### src/design/gam_defines.svh
// gam_defines.svh: offsets, reset values and widths for the pin mux
// assumes: included by bare name from package and modules
`ifndef GAM_DEFINES_SVH
`define GAM_DEFINES_SVH
`define GAM_NPORT        8
`define GAM_SEL_NONE     8'h00
`define GAM_SEL_DIR      8'h01
`define GAM_SEL_PERIPH   8'h02
`define GAM_SEL_ODRAIN   8'h03
`define GAM_SEL_HIDRIVE  8'h04
`define GAM_SEL_WAKE     8'h05
`define GAM_RST_DIR      8'hFF
`define GAM_RST_ZERO     8'h00
`define GAM_PORT_A       3
`define GAM_PORT_A_IDX   3'h0
`define GAM_PORT_B_IDX   3'h1
`define GAM_PORT_C_IDX   3'h2
`define GAM_PORT_D_IDX   3'h3
`define GAM_PORT_H_IDX   3'h7
`define GAM_PORT_H_MASK  8'h0F
`define GAM_PORT_D_MASK  8'hFB
`endif

### src/design/gam_pkg.sv
// gam_pkg.sv: types shared by the pin mux modules
// assumes: gam_defines.svh on the include path
`include "gam_defines.svh"
package gam_pkg;
  typedef logic [7:0] gam_byte_t;
  // software access to one port's register group
  typedef struct packed {
    logic [2:0] port;
    logic       wr_sel;
    logic       wr_win;
    logic       wr_out;
    logic [7:0] wdata;
  } gam_req_s;
  // per-pin peripheral hookup for one port
  typedef struct packed {
    logic [7:0] drive;
    logic [7:0] oe;
  } gam_periph_s;
  typedef enum logic [1:0] {
    GAM_EDGE_RISE = 2'b00,
    GAM_EDGE_FALL = 2'b01,
    GAM_EDGE_BOTH = 2'b11
  } gam_edge_e;
endpackage

### src/design/gam_mux.sv
// gam_mux.sv: top of the pin alternate function mux, ports A to H
// assumes: pins are async; peripherals run on CLK_SYS
//
// Operation
// - per-pin select bit picks GPIO or peripheral
// - peripheral owns direction; direction bit ignored
// - port A carries timer, uart A, I2C
// - I2C pins forced open-drain
// - port C carries timers one, two, SPI
// - port D carries timer three, uart B, oscillator
// - ports E, F, G plain GPIO only
// - pin edges raise interrupt requests
// - four software registers per port
// - window reaches subregister named by selector
// - five configuration subregisters per port
// - selector codes one to five; others inert
// - direction 0 drives, 1 tristates and samples
`timescale 1ns/1ps
`include "gam_defines.svh"
module gam_mux (
  // clock, reset, enable
  input  wire logic                    CLK_SYS,
  input  wire logic                    RST,
  input  wire logic                    CE,
  // software access
  input  wire gam_pkg::gam_req_s       REQ,
  output logic [8*`GAM_NPORT-1:0]      SEL_RD,
  output logic [8*`GAM_NPORT-1:0]      WIN_RD,
  output logic [8*`GAM_NPORT-1:0]      IN_RD,
  output logic [8*`GAM_NPORT-1:0]      OUT_RD,
  // pins
  input  wire logic [8*`GAM_NPORT-1:0] PIN_I,
  output logic [8*`GAM_NPORT-1:0]      PIN_O,
  output logic [8*`GAM_NPORT-1:0]      PIN_OE,
  output logic [8*`GAM_NPORT-1:0]      PIN_HIDRIVE,
  output logic [8*`GAM_NPORT-1:0]      PIN_WAKE_EN,
  // peripheral side, ports A, C, D
  input  wire gam_pkg::gam_periph_s    PERIPH_A,
  input  wire gam_pkg::gam_periph_s    PERIPH_C,
  input  wire gam_pkg::gam_periph_s    PERIPH_D,
  output logic [7:0]                   PERIPH_IN_A,
  output logic [7:0]                   PERIPH_IN_C,
  output logic [7:0]                   PERIPH_IN_D,
  // analog select: B bits 0-7, H bits 8-11
  output logic [11:0]                  ANALOG_SEL,
  // interrupt edge selects and requests
  input  wire logic [8*`GAM_NPORT-1:0] EDGE_FALL_SEL,
  input  wire logic [8*`GAM_NPORT-1:0] EDGE_BOTH,
  output logic [8*`GAM_NPORT-1:0]      PIN_IRQ
);
  import gam_pkg::*;
  localparam int NP = `GAM_NPORT;
  logic [8*NP-1:0] s1_r, s2_r, s2d_r;
  logic [8*NP-1:0] sel_w, win_w, in_w, out_w, po_w, poe_w, hd_w, wk_w;
  logic [8*NP-1:0] irq_nxt;
  logic [8*NP-1:0] af_w;
  gam_periph_s     per_w [NP];

  ////////////////////////////////////////////////////////////////////////
  // pin synchroniser
  always_ff @(posedge CLK_SYS or posedge RST) begin
    if (RST) begin
      s1_r  <= '0;
      s2_r  <= '0;
      s2d_r <= '0;
    end else if (CE) begin
      s1_r  <= PIN_I;
      s2_r  <= s1_r;
      s2d_r <= s2_r;
    end
  end
  ////////////////////////////////////////////////////////////////////////
  // ports
  genvar p;
  generate
    for (p = 0; p < NP; p++) begin : g_port
      localparam logic [7:0] AFM =
        (p == 0 || p == 1 || p == 2) ? 8'hFF :
        (p == 3) ? `GAM_PORT_D_MASK :
        (p == 7) ? `GAM_PORT_H_MASK : 8'h00;
      always_comb begin
        per_w[p] = '0;
        if (p == 0) per_w[p] = PERIPH_A;
        if (p == 2) per_w[p] = PERIPH_C;
        if (p == 3) per_w[p] = PERIPH_D;
      end
      gam_port #(.AF_MASK(AFM), .I2C_OD(p == 0)) u_port (
        .clk          (CLK_SYS),
        .rst          (RST),
        .ce           (CE),
        .wr_sel       (REQ.wr_sel && REQ.port == p),
        .wr_win       (REQ.wr_win && REQ.port == p),
        .wr_out       (REQ.wr_out && REQ.port == p),
        .wdata        (REQ.wdata),
        .pin_sync     (s2_r[8*p +: 8]),
        .periph_drive (per_w[p].drive),
        .periph_oe    (per_w[p].oe),
        .sel_q        (sel_w[8*p +: 8]),
        .win_q        (win_w[8*p +: 8]),
        .in_q         (in_w[8*p +: 8]),
        .out_q        (out_w[8*p +: 8]),
        .pin_o        (po_w[8*p +: 8]),
        .pin_oe       (poe_w[8*p +: 8]),
        .hidrive      (hd_w[8*p +: 8]),
        .wake_en      (wk_w[8*p +: 8]),
        .af_q         (af_w[8*p +: 8])
      );
    end
  endgenerate
  ////////////////////////////////////////////////////////////////////////
  // edge requests
  always_comb begin
    for (int k = 0; k < 8*NP; k++) begin
      if (EDGE_BOTH[k])
        irq_nxt[k] = s2_r[k] ^ s2d_r[k];
      else if (EDGE_FALL_SEL[k])
        irq_nxt[k] = s2d_r[k] & ~s2_r[k];
      else
        irq_nxt[k] = s2_r[k] & ~s2d_r[k];
    end
  end
  ////////////////////////////////////////////////////////////////////////
  // registered outputs
  always_ff @(posedge CLK_SYS or posedge RST) begin
    if (RST) begin
      SEL_RD      <= '0;
      WIN_RD      <= '0;
      IN_RD       <= '0;
      OUT_RD      <= '0;
      PIN_O       <= '0;
      PIN_OE      <= '0;
      PIN_HIDRIVE <= '0;
      PIN_WAKE_EN <= '0;
      PERIPH_IN_A <= '0;
      PERIPH_IN_C <= '0;
      PERIPH_IN_D <= '0;
      ANALOG_SEL  <= '0;
      PIN_IRQ     <= '0;
    end else if (CE) begin
      SEL_RD      <= sel_w;
      WIN_RD      <= win_w;
      IN_RD       <= in_w;
      OUT_RD      <= out_w;
      PIN_O       <= po_w;
      PIN_OE      <= poe_w;
      PIN_HIDRIVE <= hd_w;
      PIN_WAKE_EN <= wk_w;
      PERIPH_IN_A <= s2_r[7:0];
      PERIPH_IN_C <= s2_r[23:16];
      PERIPH_IN_D <= s2_r[31:24];
      ANALOG_SEL  <= {af_w[59:56], af_w[15:8]};
      PIN_IRQ     <= irq_nxt;
    end
  end
endmodule

### src/design/gam_port.sv
// gam_port.sv: one port's configuration and pin drive
// assumes: pin input already synchronised; single clock domain
`timescale 1ns/1ps
`include "gam_defines.svh"
module gam_port #(
  parameter logic [7:0] AF_MASK = 8'hFF,
  parameter bit         I2C_OD  = 1'b0
) (
  input  wire logic       clk,
  input  wire logic       rst,
  input  wire logic       ce,
  input  wire logic       wr_sel,
  input  wire logic       wr_win,
  input  wire logic       wr_out,
  input  wire logic [7:0] wdata,
  input  wire logic [7:0] pin_sync,
  input  wire logic [7:0] periph_drive,
  input  wire logic [7:0] periph_oe,
  output logic      [7:0] sel_q,
  output logic      [7:0] win_q,
  output logic      [7:0] in_q,
  output logic      [7:0] out_q,
  output logic      [7:0] pin_o,
  output logic      [7:0] pin_oe,
  output logic      [7:0] hidrive,
  output logic      [7:0] wake_en,
  output logic      [7:0] af_q
);
  logic [7:0] dir_r, periph_r, od_r, hd_r, wake_r, sel_r, out_r, in_r;
  logic [7:0] af_eff;
  always_ff @(posedge clk or posedge rst) begin
    if (rst) sel_r <= `GAM_RST_ZERO;
    else if (ce && wr_sel) sel_r <= wdata;
  end
  // indirect window writes
  always_ff @(posedge clk or posedge rst) begin
    if (rst) begin
      dir_r    <= `GAM_RST_DIR;
      periph_r <= `GAM_RST_ZERO;
      od_r     <= `GAM_RST_ZERO;
      hd_r     <= `GAM_RST_ZERO;
      wake_r   <= `GAM_RST_ZERO;
    end else if (ce && wr_win) begin
      case (sel_r)
        `GAM_SEL_DIR:     dir_r    <= wdata;
        `GAM_SEL_PERIPH:  periph_r <= wdata;
        `GAM_SEL_ODRAIN:  od_r     <= wdata;
        `GAM_SEL_HIDRIVE: hd_r     <= wdata;
        `GAM_SEL_WAKE:    wake_r   <= wdata;
        default: ;
      endcase
    end
  end
  always_ff @(posedge clk or posedge rst) begin
    if (rst) out_r <= `GAM_RST_ZERO;
    else if (ce && wr_out) out_r <= wdata;
  end
  always_ff @(posedge clk or posedge rst) begin
    if (rst) in_r <= `GAM_RST_ZERO;
    else if (ce) in_r <= pin_sync;
  end
  assign af_eff = periph_r & AF_MASK;
  always_comb begin
    case (sel_r)
      `GAM_SEL_DIR:     win_q = dir_r;
      `GAM_SEL_PERIPH:  win_q = periph_r;
      `GAM_SEL_ODRAIN:  win_q = od_r;
      `GAM_SEL_HIDRIVE: win_q = hd_r;
      `GAM_SEL_WAKE:    win_q = wake_r;
      default:          win_q = `GAM_RST_ZERO;
    endcase
  end
  // per-pin drive choice
  genvar i;
  generate
    for (i = 0; i < 8; i++) begin : g_pin
      logic d, e, od;
      always_comb begin
        od = od_r[i] | (I2C_OD && i >= 6 && af_eff[i]);
        if (af_eff[i]) begin
          d = periph_drive[i];
          e = periph_oe[i];
        end else begin
          d = out_r[i];
          e = ~dir_r[i];
        end
        pin_o[i]  = od ? 1'b0 : d;
        pin_oe[i] = od ? (e & ~d) : e;
      end
    end
  endgenerate
  assign sel_q   = sel_r;
  assign in_q    = in_r;
  assign out_q   = out_r;
  assign hidrive = hd_r;
  assign wake_en = wake_r;
  assign af_q    = af_eff;
endmodule

### config.mk
export PLATFORM = sky130hd
export DESIGN_NAME = gam_mux
export DESIGN_NICKNAME = d
export VERILOG_FILES = /design/src/design/gam_pkg.sv /design/src/design/gam_mux.sv /design/src/design/gam_port.sv
export VERILOG_INCLUDE_DIRS = /design/src /design/src/design
export SDC_FILE = /design/constraint.sdc
export NUM_CORES = 2
export LEC_CHECK = 0
export ABC_AREA = 1
export BUFFER_PORTS_ARGS = -buffer_cell sky130_fd_sc_hd__buf_2
export CAP_MARGIN = 0
export CELL_PAD_IN_SITES_DETAIL_PLACEMENT = 0
export CELL_PAD_IN_SITES_GLOBAL_PLACEMENT = 2
export CORE_MARGIN = 2
export CORE_UTILIZATION = 34
export DETAILED_ROUTE_END_ITERATION = 10
export GPL_TIMING_DRIVEN = 1
export HOLD_SLACK_MARGIN = 0.1
export PLACE_DENSITY = 0.75
export SYNTH_ARGS = -nofsm -noshare
export SYNTH_HDL_FRONTEND = slang
export SYNTH_SLANG_ARGS = --single-unit
### constraint.sdc
create_clock -name CLK_SYS -period 57.4 [get_ports CLK_SYS]
set_clock_uncertainty 0.1 [all_clocks]
set_input_delay 11.48 -clock CLK_SYS [delete_from_list [all_inputs] [get_ports CLK_SYS]]
set_output_delay 11.48 -clock CLK_SYS [all_outputs]
set_load 0.02 [all_outputs]
# Word-level counts from Yosys, hierarchy flattened
# Cells that the tools add are included.
# word_totals
reg_bits	1292
inputBits	257
# op_classes
eq_ne	47
mux	334
n_bitwise	514
n_reduce_logical	89
# ops
operator	n
2-to-1 mux 1 bit	326
one-hot mux 8 bit (5 select lines)	8
NOT 1 bit	256
bitwise AND 1 bit	192
== test 8 x 2 -> 1 bit (second input constant)	16
== test 8 x 3 -> 1 bit (second input constant)	16
AND reduction 2 bit	40
== test 8 x 1 -> 1 bit (second input constant)	8
bitwise XOR 1 bit	64
logical AND 1 bit	48
== test 3 bit (second input constant)	4
== test 3 x 2 -> 1 bit (second input constant)	2
== test 3 x 1 -> 1 bit (second input constant)	1
logical NOT 3 bit	1
bitwise OR 1 bit	2

# Longest topological paths before layout
# depth
ltp_word	4
ltp_mapped	9
mapped_depth_nobuf	7

# Cells and area by module
# A second synthesis with hierarchy kept.
# hier_totals
hier_cells	7059
area_unflattened_um2	59270.6
# modules_own_cells
module	n_inst	cells_per_inst	area_per_inst_um2	seq_area_each_um2
gam_mux	1	3870	32985.4	19518.7
gam_port (g_port[4].u_port ...)	3	389	3196.8	1611.5
gam_port (g_port[1].u_port ...)	2	407	3300.7	1611.5
gam_port (g_port[3].u_port)	1	410	3388.2	1611.5
gam_port (g_port[7].u_port)	1	401	3380.7	1611.5
gam_port (g_port[0].u_port)	1	397	3324.4	1611.5

# Worst setup path after synthesis
# No wires, ideal clock.
# synth_path
path_type	in2reg
startpoint	input CE
endpoint	register PIN_OE[8]
t_arrival_ps	12490
required_ps	57236
slack_ps	44746
stages	7
path_cell_list	buf_4 > inv_4 > buf_6 > buf_6 > or2_2 > a211oi_1 > a21o_1
# synth_rtl
element	line	source
from (decl)	gam_mux.sv:24	input wire logic CE,
to (signal assigned)	gam_mux.sv:145	PIN_OE <= poe_w;
to (decl)	gam_mux.sv:34	output logic [8*`GAM_NPORT-1:0] PIN_OE,

==> results.txt <==
Sw Share: 0.308
Fillers: 15500
Worst-Skew Late Latency: 0.76 ns
Peak VDD IR: 0.0256 mV
Avg Inst Size Synth: 8.96 µm²
Commonest non-fill, non-tap cell in the layout: nand2_1
Status: finished, final reports clean
Most frequent CP cell: buf_4
Gate Count Post-Synth: 5818
Flops & latches, synth: 1228
FF-to-FF path depth: 5
CP Launch Type: input port
Clk pin slew, worst setup/hold paths: 0.06 ns
Number of synthesized flops with an enable pin: 0
Largest net degree at the start of global routing: 189
Final total power: 2.34 mW
Final core occ: 0.413
Num rows: 143
Worst hold path depth: 2
Storage cell area: 0.0308 mm²
Final wirelength: 185000 µm
Detail Route Antenna Nets: 0
Worst path depth: 6
IO buf count: 866
Area share of the largest cell type after synthesis: 0.559
Register-to-register setup slack: 54.90 ns
Final HPWL DP: 130000 µm
Comb pwr share: 0.164
Routed vias: 42000
CTS Root Cell: clkbuf_16
Hold crit path type: flop to flop
RSZ-0062 raised after global routing: false
Setup tns final: 0 ns
CP cell instances: buf_2 -> inv_8 -> buf_4 -> buf_4 -> buf_4 -> buf_4
Cell internal pwr: 1.62 mW
Pins Over Slew Limit: 0
Synth warn: 0
Fraction of registers with async set/reset: 1.00
Minimum clock period: 14.92 ns
Power density cells: 37.2 mW/mm²
Main synth FF type: dfrtp_1
Post-CTS setup buffer count: 0
Wire per inst: 21.2 µm
DR pass1 iterations: 5
Die H: 396 µm
# setup viols final: 0
Die Wd: 396 µm
Sequential power share: 0.439
H-Tree Depth: 4
Overall routing resource usage: 0.234
Post-layout net count: 6969
Commonest non-fill, non-tap cells in the layout: 2006 x nand2_1, 1164 x dfrtp_1, 865 x buf_2, 811 x o21ai_0, 316 x inv_1
Cts repair resizes: 0
Mapped Nets: 6203
Sw Pwr: 0.720 mW
Area grow syn2layout: 20.5%
Placed insts: 8468
Vias per cell: 4.80
Share of cells above drive strength 1: 0.193
TritonCTS clock tree: yes
Unique masters post-synth: 37
Core Area: 0.152 mm²
Max_cap viols: 0
Cell family with most CP delay: buffers and inverters
Initial antenna violation count: 37
Largest cells by area after synthesis: dfrtp_1 56%, nand2_1 14%, o21ai_0 7.8%
WP data arrival: 15.56 ns
Starting Density: 0.343
Critical Path Max Stage Delay: 0.87 ns
CP bufs+invs: 6
Clk buf depth: 3
Pleak: 31.4 nW
Slowest stage cell on the critical path: buf_4
Critical path type: input port to async pin
CP endpoint kind: async pin
Congestion Overflow GR: 0
Vias in the first global route: 41000
Fmax: 0.0670 GHz
Worst slew pin tran: 0.993 ns
Synth area leader: dfrtp_1
Post-synthesis sequential area ratio: 0.591
Cts hold-fix bufs: 0
Area of the multi-input gates: 0.0187 mm²
# IOs: 869
RePlAce Congestion: 0.838
Crit path max fanout: 113
CTS sink cnt: 1228
Remaining DRCs: 0
Layout Cells excl Fill: 8741
DRT iter0 DRCs: 2684
CTS Buf Count: 144
WP data required: 58.04 ns
Wire length of the first global-routing pass: 275000 µm
Synth Cell Area: 0.0521 mm²
Die ar.: 0.156 mm²
Relative slew slack: 0.338
Tcrit/Tclk final: 0.260
Clock share of power: 0.397
Hold Vio Cnt, Final: 0
cells in the mapped netlist, types with 12 or more instances:
cell and instances:
nand2_1 2006, dfrtp_1 1164, o21ai_0 811, inv_1 325, nand3_1 283, nor2_1 248, a21oi_1 182, buf_2 146
ha_1 128, clkbuf_1 123, o211ai_1 85, dfstp_2 64, a31oi_1 38, nor2_2 32, nand3_2 22, o21ai_1 22
a22o_1 21, buf_1 14, o31ai_1 14, a211oi_1 12, a21o_1 12, o21a_1 12
final timing paths:
check                                            to                       from
max                                      SEL_RD[17]                        RST
min                                  PIN_HIDRIVE[2]             PIN_HIDRIVE[2]
max reg2reg                g_port[5].u_port.od_r[7]  g_port[5].u_port.sel_q[6]
min reg2reg                          PIN_HIDRIVE[2]             PIN_HIDRIVE[2]
max in group CLK_SYS                    PIN_IRQ[58]                         CE
min in group asynchronous                PIN_IRQ[9]                        RST
registers in the layout, summed over array words and instances (netlist names), 64 cells and up:
signal and flops:
g_port.u_port.out_q 64, PIN_OE 64, s2_r 64, PIN_WAKE_EN 64, PIN_O 64, PIN_IRQ 64, g_port.u_port.wake_en 64, s2d_r 64
g_port.u_port.od_r 64, g_port.u_port.dir_r 64, g_port.u_port.sel_q 64, PIN_HIDRIVE 64, OUT_RD 64, g_port.u_port.hidrive 64, s1_r 64, WIN_RD 64
SEL_RD 64, IN_RD 64
routing by layer:
layer  vias to the layer above  share of wire  GRT usage
li1                      20500              -          -
met1                     20100           0.43      0.305
met2                      1099           0.46      0.373
met3                       278          0.077     0.0732
met4                        22          0.029     0.0686
met5                         -        0.00075          0
power groups by stage:
| stage | sequential [mW] | combinational (mW) | clock, mW |
|---|---|---|---|
| 2_1_floorplan | 1.09 | 0.169 | 0 |
| 3_3_place_gp | 1.04 | 0.385 | 0 |
| 3_5_place_dp | 1.04 | 0.388 | 0 |
| 4_1_cts | 1.03 | 0.390 | 0.956 |
| 5_1_grt | 1.04 | 0.426 | 0.988 |
| 6_report | 1.03 | 0.382 | 0.928 |
worst register-to-register path: cells and delay by family, from the launching register on:
kind | cells | cell delay, ns
AO/OA/AOI/OAI | 1 | 0.34
AND/OR/NAND/NOR | 3 | 1.49
flip-flops | 1 | 0.36
buffers and inverters | 1 | 0.12
logic make-up after synthesis:
family / synth area share
fa+ha+maj: 0.0307
compound gates: 0.126
buf+inv: 0.0504
flops: 0.591
simple gates: 0.202
layout make-up:
class                           count  share of cell area
Antenna cell                        5            0.000199
Clock buffer                      233              0.0691
Clock inverter                     35             0.00679
Inverter                          332              0.0202
Multi-Input combinational cell   3962               0.298
Sequential cell                  1228               0.490
Tap cell                         2030              0.0404
Timing Repair Buffer              916              0.0753
stage by stage:
step / hold slack (ns) / worst slack, ns / cell area [µm²]
2_1_floorplan: 0.342 / 11.33 / 52100
3_3_place_gp: 0.351 / 41.41 / 58100
3_5_place_dp: 0.353 / 41.43 / 58100
4_1_cts: 0.370 / 42.26 / 62800
5_1_grt: 0.390 / 41.81 / 62800
6_report: 0.362 / 42.48 / 62800
Note: power is estimated with default switching activity, not from simulation.
